$ cat src/lin_cfg_pkg.sv
// constants and register map for the lin configuration and write-protect block
// Summary of operation
// dma writes lin mode only when dma mode set
// length field plus one when source bit zero
// source bit one: length from identifier bits five:four
// wakeup command sends 2.0 or 1.3 wakeup
// frame slot mode runs unless disabled
// checksum type selects enhanced or classic
// checksum disable skips generation and checking
// parity disable skips identifier parity handling
// node action selects transmit, receive, ignore, reserved
// identifier writable as master, received value as slave
// protect enable written only with correct key
// protection guards mode, baud, timeout, timeguard writes
// violation flag set until status next read
// violation source holds offset of failed write
// status read clears flag and source
// read-only version register, no behaviour
// receiver timeout value is seventeen bits wide
// peripheral clock divided by eight offered
// identifier flag set on identifier, cleared by reset-status
// blocked writes leave registers unchanged
package lin_cfg_pkg;
    localparam logic [7:0] OFF_MODE = 8'h00;
    localparam logic [7:0] OFF_BAUD = 8'h20;
    localparam logic [7:0] OFF_TIMEOUT = 8'h24;
    localparam logic [7:0] OFF_GUARD = 8'h28;
    localparam logic [7:0] OFF_LIN_MODE = 8'h54;
    localparam logic [7:0] OFF_LIN_ID = 8'h58;
    localparam logic [7:0] OFF_CTRL = 8'h60;
    localparam logic [7:0] OFF_STATUS = 8'h64;
    localparam logic [7:0] OFF_PROT_MODE = 8'he4;
    localparam logic [7:0] OFF_PROT_STATUS = 8'he8;
    localparam logic [7:0] OFF_REVISION = 8'hfc;
    localparam logic [23:0] PROTECT_KEY = 24'h555341;
    localparam int KEY_LSB = 8;
    localparam int BIT_PROT_EN = 0;
    localparam int BIT_NODE_ACTION_LSB = 0;
    localparam int BIT_PARITY_DISABLE = 2;
    localparam int BIT_CHECKSUM_DISABLE = 3;
    localparam int BIT_CHECKSUM_TYPE_SELECT = 4;
    localparam int BIT_LENSRC = 5;
    localparam int BIT_FRAME_SLOT_DISABLE = 6;
    localparam int BIT_WKTYP = 7;
    localparam int LEN_LSB = 8;
    localparam int BIT_DMAMODE = 16;
    localparam int BIT_CTRL_WAKEUP = 0;
    localparam int BIT_CTRL_RSTSTA = 1;
    localparam int BIT_STAT_IDSEEN = 0;
    localparam int VSRC_LSB = 8;
    localparam int TIMEOUT_W = 17;
    localparam int CLK_DIV = 8;
    localparam logic [16:0] LIN_MODE_MASK = 17'h1ffff;
    localparam logic [31:0] MODE_RESET = 32'h0000_0000;
    localparam logic [11:0] REVISION_VALUE = 12'h123; // arbitrary
    localparam logic [3:0] REVISION_RSVD = 4'h0;
    typedef enum logic [1:0] {
        NODE_ACTION_TRANSMIT = 2'h0,
        NODE_ACTION_RECEIVE = 2'h1,
        NODE_ACTION_IGNORE = 2'h2,
        NODE_ACTION_RESERVED = 2'h3
    } node_action_t;
endpackage : lin_cfg_pkg

$ cat src/lin_frame_config_write_protect.sv
// lin configuration, identifier and write-protect register block on apb
//
// Design decision made here: the APB register port.
`timescale 1ns/100ps
module lin_frame_config_write_protect (
    input wire logic clk,
    input wire logic rst,
    input wire logic psel,
    input wire logic penable,
    input wire logic pwrite,
    input wire logic [7:0] paddr,
    input wire logic [31:0] pwdata,
    output logic [31:0] prdata,
    output logic pready,
    output logic pslverr,
    input wire logic masterMode,
    input wire logic dmaWrite,
    input wire logic [16:0] dmaWdata,
    input wire logic idReceived,
    input wire logic [7:0] idReceivedChar,
    input wire logic idSent,
    output logic [8:0] responseLength,
    output logic wakeupPulse,
    output logic wakeupLin13,
    output logic frameSlotEnable,
    output logic checksumClassic,
    output logic checksumEnable,
    output logic parityEnable,
    output logic txResponse,
    output logic rxResponse,
    output logic [7:0] identifierCharacter,
    output logic identifierSeenFlag,
    output logic [31:0] modeValue,
    output logic [19:0] baudValue,
    output logic [16:0] rxTimeoutValue,
    output logic [7:0] guardValue,
    output logic dividedClockTick
);
    logic [16:0] linMode_q;
    logic [7:0] identifier_seen_flag_q;
    logic protectEnable_q;
    logic violation_q;
    logic [15:0] violationSrc_q;
    logic idSeen_q;
    logic wakeup_q;
    logic [31:0] mode_q;
    logic [19:0] baud_q;
    logic [16:0] timeout_q;
    logic [7:0] guard_q;
    logic [2:0] div_q;
    logic tick_q;
    logic wrEn;
    logic rdEn;
    logic rdSetup;
    logic protHit;
    logic mapped;
    logic [31:0] rdata_d;
    logic wrMode;
    logic wrBaud;
    logic wrTimeout;
    logic wrGuard;
    logic wrLinMode;
    logic wrLinId;
    logic wrProtMode;
    logic wrCtrl;
    logic keyMatch;
    logic guardedWrite;
    logic statusRead;
    logic dmaLand;
    logic idEvent;
    logic [7:0] lenField;
    logic lenSource;
    logic [1:0] idLenBits;
    lin_cfg_pkg::node_action_t node_action;

    // single-cycle access phase: zero wait states
    assign pready = 1'b1;
    assign wrEn = psel & penable & pwrite;
    assign rdEn = psel & penable & ~pwrite;
    // read word captured in setup, so it already stands at the access edge
    assign rdSetup = psel & ~penable & ~pwrite;
    assign protHit = (paddr == lin_cfg_pkg::OFF_MODE) | (paddr == lin_cfg_pkg::OFF_BAUD)
        | (paddr == lin_cfg_pkg::OFF_TIMEOUT) | (paddr == lin_cfg_pkg::OFF_GUARD);

    assign wrMode = wrEn & (paddr == lin_cfg_pkg::OFF_MODE);
    assign wrBaud = wrEn & (paddr == lin_cfg_pkg::OFF_BAUD);
    assign wrTimeout = wrEn & (paddr == lin_cfg_pkg::OFF_TIMEOUT);
    assign wrGuard = wrEn & (paddr == lin_cfg_pkg::OFF_GUARD);
    assign wrLinMode = wrEn & (paddr == lin_cfg_pkg::OFF_LIN_MODE);
    assign wrLinId = wrEn & (paddr == lin_cfg_pkg::OFF_LIN_ID);
    assign wrProtMode = wrEn & (paddr == lin_cfg_pkg::OFF_PROT_MODE);
    assign wrCtrl = wrEn & (paddr == lin_cfg_pkg::OFF_CTRL);
    assign keyMatch = (pwdata[31:lin_cfg_pkg::KEY_LSB] == lin_cfg_pkg::PROTECT_KEY);
    assign guardedWrite = wrEn & protectEnable_q & protHit;
    assign statusRead = rdEn & (paddr == lin_cfg_pkg::OFF_PROT_STATUS);
    assign dmaLand = dmaWrite & linMode_q[lin_cfg_pkg::BIT_DMAMODE];
    assign idEvent = (masterMode & idSent) | (~masterMode & idReceived);

    // decode kept apart from the data mux so the error answer is easy to audit
    always_comb begin
        unique case (paddr)
            lin_cfg_pkg::OFF_MODE,
            lin_cfg_pkg::OFF_BAUD,
            lin_cfg_pkg::OFF_TIMEOUT,
            lin_cfg_pkg::OFF_GUARD,
            lin_cfg_pkg::OFF_LIN_MODE,
            lin_cfg_pkg::OFF_LIN_ID,
            lin_cfg_pkg::OFF_CTRL,
            lin_cfg_pkg::OFF_STATUS,
            lin_cfg_pkg::OFF_PROT_MODE,
            lin_cfg_pkg::OFF_PROT_STATUS,
            lin_cfg_pkg::OFF_REVISION: begin
                mapped = 1'b1;
            end
            default: begin
                mapped = 1'b0;
            end
        endcase
    end

    always_comb begin
        rdata_d = 32'h0000_0000;
        unique case (paddr)
            lin_cfg_pkg::OFF_MODE: rdata_d = mode_q;
            lin_cfg_pkg::OFF_BAUD: rdata_d = {12'h000, baud_q};
            lin_cfg_pkg::OFF_TIMEOUT: rdata_d = {15'h0000, timeout_q};
            lin_cfg_pkg::OFF_GUARD: rdata_d = {24'h000000, guard_q};
            lin_cfg_pkg::OFF_LIN_MODE: rdata_d = {15'h0000, linMode_q};
            lin_cfg_pkg::OFF_LIN_ID: rdata_d = {24'h000000, identifier_seen_flag_q};
            lin_cfg_pkg::OFF_CTRL: rdata_d = 32'h0000_0000;
            lin_cfg_pkg::OFF_STATUS: rdata_d = {31'h0000_0000, idSeen_q};
            // key reads back as zero
            lin_cfg_pkg::OFF_PROT_MODE: rdata_d = {31'h0000_0000, protectEnable_q};
            lin_cfg_pkg::OFF_PROT_STATUS: rdata_d = {8'h00, violationSrc_q, 7'h00, violation_q};
            lin_cfg_pkg::OFF_REVISION:
                rdata_d = {12'h000, lin_cfg_pkg::REVISION_RSVD, 4'h0,
                           lin_cfg_pkg::REVISION_VALUE};
            default: rdata_d = 32'h0000_0000;
        endcase
    end

    // unmapped addresses answer with an error, reads as zero
    assign pslverr = psel & penable & ~mapped;

    always_ff @(posedge clk) begin
        if (rst) begin
            prdata <= 32'h0000_0000;
        end else if (rdSetup) begin
            prdata <= rdata_d;
        end
    end

    always_ff @(posedge clk) begin
        if (rst) begin
            linMode_q <= 17'h00000;
        end else if (wrLinMode) begin
            linMode_q <= pwdata[16:0];
        end else if (dmaLand) begin
            // the dma mode bit itself is never touched by dma
            linMode_q <= {1'b1, dmaWdata[15:0]};
        end
    end

    always_ff @(posedge clk) begin
        if (rst) begin
            identifier_seen_flag_q <= 8'h00;
        end else if (!masterMode && idReceived) begin
            identifier_seen_flag_q <= idReceivedChar;
        end else if (masterMode && wrLinId) begin
            identifier_seen_flag_q <= pwdata[7:0];
        end
    end

    always_ff @(posedge clk) begin
        if (rst) begin
            protectEnable_q <= 1'b0;
        end else if (wrProtMode && keyMatch) begin
            protectEnable_q <= pwdata[lin_cfg_pkg::BIT_PROT_EN];
        end
    end

    always_ff @(posedge clk) begin
        if (rst) begin
            mode_q <= lin_cfg_pkg::MODE_RESET;
        end else if (wrMode && !protectEnable_q) begin
            mode_q <= pwdata;
        end
    end

    always_ff @(posedge clk) begin
        if (rst) begin
            baud_q <= 20'h00000;
        end else if (wrBaud && !protectEnable_q) begin
            baud_q <= pwdata[19:0];
        end
    end

    // counter width fixed; upper write bits are dropped, not saturated
    always_ff @(posedge clk) begin
        if (rst) begin
            timeout_q <= 17'h00000;
        end else if (wrTimeout && !protectEnable_q) begin
            timeout_q <= pwdata[lin_cfg_pkg::TIMEOUT_W-1:0];
        end
    end

    always_ff @(posedge clk) begin
        if (rst) begin
            guard_q <= 8'h00;
        end else if (wrGuard && !protectEnable_q) begin
            guard_q <= pwdata[7:0];
        end
    end

    // a violation in the same cycle as the status read wins
    always_ff @(posedge clk) begin
        if (rst) begin
            violation_q <= 1'b0;
        end else if (guardedWrite) begin
            violation_q <= 1'b1;
        end else if (statusRead) begin
            violation_q <= 1'b0;
        end
    end

    // only the last blocked address is kept; earlier ones are overwritten
    always_ff @(posedge clk) begin
        if (rst) begin
            violationSrc_q <= 16'h0000;
        end else if (guardedWrite) begin
            violationSrc_q <= {8'h00, paddr};
        end else if (statusRead) begin
            violationSrc_q <= 16'h0000;
        end
    end

    always_ff @(posedge clk) begin
        if (rst) begin
            idSeen_q <= 1'b0;
        end else if (idEvent) begin
            idSeen_q <= 1'b1;
        end else if (wrCtrl && pwdata[lin_cfg_pkg::BIT_CTRL_RSTSTA]) begin
            idSeen_q <= 1'b0;
        end
    end

    always_ff @(posedge clk) begin
        if (rst) begin
            wakeup_q <= 1'b0;
        end else begin
            wakeup_q <= wrCtrl && pwdata[lin_cfg_pkg::BIT_CTRL_WAKEUP];
        end
    end

    // free-running divider; the tick is a strobe, not a derived clock
    always_ff @(posedge clk) begin
        if (rst) begin
            div_q <= 3'h0;
        end else begin
            div_q <= div_q + 3'h1;
        end
    end

    always_ff @(posedge clk) begin
        if (rst) begin
            tick_q <= 1'b0;
        end else begin
            tick_q <= (div_q == 3'(lin_cfg_pkg::CLK_DIV - 1));
        end
    end

    assign node_action = lin_cfg_pkg::node_action_t'(linMode_q[lin_cfg_pkg::BIT_NODE_ACTION_LSB +: 2]);

    // reserved code is treated as ignore so the node never drives a stray response
    always_comb begin
        unique case (node_action)
            lin_cfg_pkg::NODE_ACTION_TRANSMIT: begin
                txResponse = 1'b1;
                rxResponse = 1'b0;
            end
            lin_cfg_pkg::NODE_ACTION_RECEIVE: begin
                txResponse = 1'b0;
                rxResponse = 1'b1;
            end
            lin_cfg_pkg::NODE_ACTION_IGNORE: begin
                txResponse = 1'b0;
                rxResponse = 1'b0;
            end
            lin_cfg_pkg::NODE_ACTION_RESERVED: begin
                txResponse = 1'b0;
                rxResponse = 1'b0;
            end
        endcase
    end

    assign parityEnable = ~linMode_q[lin_cfg_pkg::BIT_PARITY_DISABLE];
    assign checksumEnable = ~linMode_q[lin_cfg_pkg::BIT_CHECKSUM_DISABLE];
    assign checksumClassic = linMode_q[lin_cfg_pkg::BIT_CHECKSUM_TYPE_SELECT];
    assign frameSlotEnable = ~linMode_q[lin_cfg_pkg::BIT_FRAME_SLOT_DISABLE];
    assign wakeupLin13 = linMode_q[lin_cfg_pkg::BIT_WKTYP];
    assign wakeupPulse = wakeup_q;

    assign lenField = linMode_q[lin_cfg_pkg::LEN_LSB +: 8];
    assign lenSource = linMode_q[lin_cfg_pkg::BIT_LENSRC];
    assign idLenBits = identifier_seen_flag_q[5:4];

    // identifier bits five:four give 2, 2, 4 or 8 bytes
    always_comb begin
        if (lenSource) begin
            unique case (idLenBits)
                2'h0: responseLength = 9'h002;
                2'h1: responseLength = 9'h002;
                2'h2: responseLength = 9'h004;
                default: responseLength = 9'h008;
            endcase
        end else begin
            responseLength = {1'b0, lenField} + 9'h001;
        end
    end
    assign identifierCharacter = identifier_seen_flag_q;
    assign identifierSeenFlag = idSeen_q;
    assign modeValue = mode_q;
    assign baudValue = baud_q;
    assign rxTimeoutValue = timeout_q;
    assign guardValue = guard_q;
    assign dividedClockTick = tick_q;
endmodule : lin_frame_config_write_protect

$ cat config.mk
export PLATFORM = sky130hd
export DESIGN_NAME = lin_frame_config_write_protect
export DESIGN_NICKNAME = d
export VERILOG_FILES = /design/src/lin_cfg_pkg.sv /design/src/lin_frame_config_write_protect.sv
export SDC_FILE = /design/constraint.sdc
export NUM_CORES = 1
export LEC_CHECK = 0
export BUFFER_PORTS_ARGS = -buffer_cell sky130_fd_sc_hd__buf_2
export CAP_MARGIN = 25
export CORE_ASPECT_RATIO = 1.75
export CORE_MARGIN = 4
export CORE_UTILIZATION = 55
export CTS_CLUSTER_SIZE = 10
export DETAILED_ROUTE_END_ITERATION = 8
export PLACE_DENSITY = 0.85
export SYNTH_ARGS = -nofsm -noshare
export SYNTH_HDL_FRONTEND = slang
export SYNTH_SLANG_ARGS = --single-unit
$ cat constraint.sdc
create_clock -name clk -period 5.2 [get_ports clk]
set_input_delay 0.26 -clock clk [delete_from_list [all_inputs] [get_ports clk]]
set_output_delay 0.26 -clock clk [all_outputs]
set_load 0.005 [all_outputs]
==> results.sh, run 1 <==
export IMPL_power_mw=2.55
export IMPL_yosysTopAreaCell="dfxtp_1"
export IMPL_powerDensity_mw_per_mm2=306
export IMPL_hold_buffers=0
export IMPL_p_leak_nw=3.31
export IMPL_synth_main_ff_cell="dfxtp_1"
export IMPL_max_freq_mhz=378
export IMPL_design_area_mm2=0.00832
export IMPL_dp_cells=1137
export IMPL_synth_cells=849
export IMPL_synthArstFlopShare_pct=0
export IMPL_grt_pass1_wl_mm=37.4
export IMPL_cp_max_fo=32
export IMPL_period_share_pct=50.8
export IMPL_numCtsBuffers=17
export IMPL_ir_drop_mv=0.259
export IMPL_initial_utilization_pct=56.0
export IMPL_tritoncts="yes"
export IMPL_timing_rr_start="linMode_q[16]$_SDFFE_PP0P_"
export IMPL_worst_setup_path_start_kind="input pin"
export IMPL_rows=53
export IMPL_seq_area_frac_synth_pct=44.9
export IMPL_synth_area_leaders="dfxtp_1, nand2_1, a21oi_1, a22oi_1, nand3_1"
export IMPL_slew_violations=0
export IMPL_final_cells=1169
export IMPL_dpl_instance_area_mm2=0.00772
export IMPL_slew_headroom_pct=31.5
export IMPL_hold_depth=3
export IMPL_detailed_place_hpwl_mm=17.5
export IMPL_gp_congestion=0.972
export IMPL_antenna_found_initial=0
export IMPL_grt_pass1_vias=6917
export IMPL_cp_data_required_time_ns=5.55
export IMPL_grt_max_degree=84
export IMPL_ys_ff_latch=150
export IMPL_fin_hold_ws_ns=0.0858
export IMPL_root_buffer="clkbuf_16"
export IMPL_overflow=0
export IMPL_synth_commonest_cells="nand2_1, dfxtp_1, a21oi_1, nor2_1, clkbuf_1"
export IMPL_syn_num_nets=926
export IMPL_synth_distinct_cells=63
export IMPL_nFillCells=989
export IMPL_postCtsSetupRepairBufs=0
export IMPL_fin_skew_ns=0.00645
export IMPL_clk_pin_slew_ns=0.06
export IMPL_rr_worst_depth=3
export IMPL_status="completed"
export IMPL_ant_nets=0
export IMPL_drc=0
export IMPL_h_tree_depth=4
export IMPL_first_pass_iters=6
export IMPL_r2r_end="linMode_q[9]$_SDFFE_PP0P_"
export IMPL_finalSetupViolCount=0
export IMPL_period_needed_ns=2.64
export IMPL_hold_start="pwdata[24]"
export IMPL_dr_first_iter_drc_count=664
export IMPL_yosysMostFrequentCell="nand2_1"
export IMPL_final_seq_area_mm2=0.00300
export IMPL_wl_mm=24.4
export IMPL_cts_sinks=150
export IMPL_syn_area_per_cell_um2=7.88
export IMPL_crit_path_end_kind="register"
export IMPL_die_x_um=91.4
export IMPL_wl_per_cell_um=20.9
export IMPL_rsz0062_at_grt="no"
export IMPL_drv_cap=0
export IMPL_crit_type="in -> reg"
export IMPL_worst_pin_slew_ns=1.03
export IMPL_clk_latency_ns=0.42
export IMPL_synth_warnings=0
export IMPL_hold_viol=0
export IMPL_via_count=7269
export IMPL_pin_count=212
export IMPL_hold_class="in -> reg"
export IMPL_vias_per_cell=6.22
export IMPL_critPathArrivalTime_ns=2.99
export IMPL_grt_total_usage_pct=34.2
export IMPL_final_net_count=1096
export IMPL_synth_edff_count=0
export IMPL_syn_to_final_growth_pct=24.4
export IMPL_r2r_setup_slack_ns=3.47
export IMPL_drive_above_1_share_pct=26.1
export IMPL_final_setup_tns_ns=0
export IMPL_cts_path_max_buffers=2
export IMPL_coreArea_mm2=0.0119
export IMPL_synth_top_area_share_pct=44.9
export IMPL_synth_area_mm2=0.00669
export IMPL_dieArea_mm2=0.0141
export IMPL_multi_input_area_mm2=0.00338
export IMPL_holdPathEnd="modeValue[24]$_SDFFE_PP0P_"
export IMPL_num_antenna_cells=0
export IMPL_die_h_um=154
export IMPL_cts_resized_gates=0
export IMPL_port_buffers=209
## metrics by stage
stage          utilization [%]  setup slack (ns)
2_1_floorplan                -              3.23
4_1_cts                   69.7              2.58
6_report                  69.7              2.56
3_5_place_dp              64.7              2.14
3_3_place_gp              64.5              2.15
5_1_grt                   69.7              2.38
## worst max path at each step
stage | startpoint | endpoint | slack [ns]
final | paddr[2] | modeValue[30]$_SDFFE_PP0P_ | 2.56
after global routing | paddr[2] | modeValue[1]$_SDFFE_PP0P_ | 2.38
after CTS | paddr[2] | modeValue[30]$_SDFFE_PP0P_ | 2.58
after detailed placement | paddr[2] | modeValue[30]$_SDFFE_PP0P_ | 2.14
after global placement | paddr[2] | modeValue[26]$_SDFFE_PP0P_ | 2.15
after floorplan | paddr[1] | violationSrc_q[0]$_SDFFE_PP0P_ | 3.23
## flip-flops by register name, summed over array words and instances (netlist names)
register and flops:
rxTimeoutValue 17, div_q 3, wakeupPulse 1, protectEnable_q 1, modeValue 32, identifierSeenFlag 1, dividedClockTick 1, linMode_q 17
prdata 32, violationSrc_q 8, baudValue 20, violation_q 1, guardValue 8, identifierCharacter 8
## report_power, final
| part | internal, mW | switching (mW) |
|---|---|---|
| registers | 1.16 | 0.00626 |
| logic | 0.0441 | 0.0974 |
| clock network | 0.719 | 0.524 |
| total | 1.92 | 0.628 |
## worst max-delay path: stages
cell,delay [ns]
buf_2,0.20
nor4_2,0.76
and2_1,0.92
and2_1,0.23
buf_4,0.35
nand2_1,0.12
a21oi_1,0.14
## logic make-up (layout without fill, tap and decap cells)
group	Yosys count	after routing	share of synthesized area, %
buffers and inverters	75	258	5.01
AOI/OAI and AO/OA	221	221	20.6
xor gates and xnor gates	4	4	0.524
adders and majority gates	3	3	0.561
DFF	150	150	44.9
other	1	1	0.0561
muxes	11	11	1.65
and+or+nand+nor	384	384	26.7
## area by class of cell
| cell class | instances | share of cell area (%) |
|---|---|---|
| multi-input cells | 624 | 40.6 |
| inverters | 6 | 0.271 |
| clock buffers | 17 | 5.11 |
| well taps | 137 | 2.06 |
| clock inverters | 15 | 2.02 |
| repair buffers | 220 | 13.8 |
| flip-flops and latches | 150 | 36.1 |
## layer usage
metal  track usage, %  share of wire (%)
met1             37.1                 33
met2             57.6                 49
met3             7.93                8.9
met4             24.8                8.4
met5                0                  0
## cells in the final DEF (no fill, tap or decap), drive strengths merged, types with 11 or more instances in the layout
cell and n:
a21oi 105, a22oi 28, a311oi 16, buf 220, clkbuf 17, dfxtp 150
inv 13, mux2i 11, nand2 218, nand3 41, nor2 53, nor2b 11
o21ai 27
Power figures use the tool's default switching activity.
==> run 2: changes to the inputs <==
CORE_UTILIZATION = 51   (was 55)
PLACE_DENSITY = 0.8   (was 0.85)
clock period = 2.5 ns   (was 5.2 ns; I/O delays follow)
==> run 2 against run 1 <==
  * Die area grew 7.3%
  * Clock skew grew 0.0019 ns
  * Combinational power grew 140%
  * Hold slack lost 0.079 ns
  * Sequential power grew 110%
  * Setup slack lost 2.0 ns
  * Critical path depth shrank 2
  * Clock power grew 120%
  * Via count grew 3.2%
  * Final cell count grew 7.4%
  * Critical path type is now reg -> out
  * Critical endpoint is now responseLength[6]
  * Largest power group unchanged
==> results.sh, run 2 (synthesis gave the netlist of run 1 again) <==
export IMPL_cp_data_required_time_ns=2.38
export IMPL_crit_type="reg -> out"
export IMPL_fin_hold_ws_ns=0.00639
export IMPL_dr_first_iter_drc_count=676
export IMPL_first_pass_iters=5
export IMPL_cts_path_max_buffers=2
export IMPL_syn_to_final_growth_pct=32.4
export IMPL_grt_total_usage_pct=33.5
export IMPL_finalSetupViolCount=0
export IMPL_h_tree_depth=4
export IMPL_powerDensity_mw_per_mm2=615
export IMPL_hold_viol=0
export IMPL_ant_nets=0
export IMPL_ir_drop_mv=0.529
export IMPL_grt_pass1_vias=7418
export IMPL_drive_above_1_share_pct=26.5
export IMPL_coreArea_mm2=0.0129
export IMPL_period_share_pct=78.6
export IMPL_vias_per_cell=5.97
export IMPL_num_antenna_cells=0
export IMPL_pin_count=212
export IMPL_tritoncts="yes"
export IMPL_rows=55
export IMPL_crit_path_end_kind="output pin"
export IMPL_initial_utilization_pct=52.0
export IMPL_wl_per_cell_um=20.0
export IMPL_root_buffer="clkbuf_16"
export IMPL_cts_sinks=150
export IMPL_postCtsSetupRepairBufs=0
export IMPL_hold_class="in -> reg"
export IMPL_grt_max_degree=51
export IMPL_numCtsBuffers=17
export IMPL_port_buffers=209
export IMPL_clk_latency_ns=0.43
export IMPL_final_util_pct=68.8
export IMPL_cts_resized_gates=0
export IMPL_status="completed"
export IMPL_die_x_um=94.6
export IMPL_drc=0
export IMPL_drv_cap=0
export IMPL_dieArea_mm2=0.0151
export IMPL_fin_skew_ns=0.00833
export IMPL_rsz0062_at_grt="no"
export IMPL_die_h_um=160
export IMPL_layout_commonest_cell="nand2_1"
export IMPL_slew_violations=0
export IMPL_p_leak_nw=3.55
export IMPL_final_cells=1256
export IMPL_final_cell_mix="nand2_1, buf_2, dfxtp_1, a21oi_1, nor2_1"
export IMPL_detailed_place_hpwl_mm=17.7
export IMPL_final_net_count=1149
export IMPL_critPathArrivalTime_ns=1.84
export IMPL_clk_pin_slew_ns=0.06
export IMPL_power_mw=5.45
export IMPL_worst_setup_path_start_kind="register"
export IMPL_slew_headroom_pct=47.2
export IMPL_overflow=0
export IMPL_period_needed_ns=1.96
export IMPL_worst_pin_slew_ns=0.792
export IMPL_r2r_setup_slack_ns=0.96
export IMPL_gp_congestion=1.02
export IMPL_dp_cells=1189
export IMPL_cp_max_fo=5
export IMPL_final_setup_tns_ns=0
export IMPL_grt_pass1_wl_mm=38.7
export IMPL_wl_mm=25.1
export IMPL_antenna_found_initial=0
export IMPL_via_count=7503
export IMPL_max_freq_mhz=509
==> run 2: changes by cell type in the layout (fill, tap and decap cells not counted), sizes merged <==
cell,before,now
bufinv,2,3
clkbuf,17,19
inv,13,9
clkinv,3,4
buf,220,238
dlygate4sd3,0,35
==> run 2: path summary, 6_finish.rpt <==
| kind | from | endpoint | depth (start not counted) |
|---|---|---|---|
| max | linMode_q[8]$_SDFFE_PP0P_ | responseLength[6] | 5 |
| min | dmaWdata[13] | linMode_q[13]$_SDFFE_PP0P_ | 3 |
| max reg2reg | protectEnable_q$_SDFFE_PP0P_ | baudValue[13]$_SDFFE_PP0P_ | 5 |
| min reg2reg | div_q[0]$_SDFF_PP0_ | div_q[0]$_SDFF_PP0_ | 1 |
==> run 2: area by class of cell <==
cell class / count / area (µm²)
flip-flops and latches: 150 / 3000
fillers: 1072 / 4010
well taps: 171 / 214
clock buffers: 19 / 453
inverters: 6 / 22.5
repair buffers: 273 / 1620
clock inverters: 13 / 170
multi-input cells: 624 / 3380
==> run 2: through the flow <==
step,worst slack [ns],area [µm²]
after floorplan,0.668,6690
after global placement,0.471,7880
after detailed placement,0.440,7880
after CTS,0.520,8860
after global routing,0.412,8860
final,0.536,8860
==> run 2: layer usage <==
| layer | track usage, % | share of wire [%] | up-vias | wire, µm |
|---|---|---|---|---|
| met5 | 0 | 0 | - | 0 |
| met3 | 8.04 | 8.8 | 142 | 2210 |
| li1 | - | - | 3431 | - |
| met2 | 54.5 | 48 | 460 | 12100 |
| met1 | 35.4 | 33 | 3470 | 8400 |
| met4 | 28.3 | 9.7 | 0 | 2430 |
==> run 2: report_power, final <==
group	total, mW	internal [mW]	switching [mW]
clock network	2.69	1.63	1.05
logic	0.345	0.134	0.212
registers	2.42	2.40	0.0132
==> run 2: what timing repair did <==
item                                    CTS  global route
hold buffers                             35             0
endpoints found under the setup margin    0             0
endpoints found under the hold margin    39             0
==> run 2: critical path, stage by stage, from the launching register on <==
cell,delay [ns]
dfxtp_1,0.43
ha_1,0.25
nand2_1,0.10
or3_1,0.32
a21oi_1,0.18
buf_2,0.14
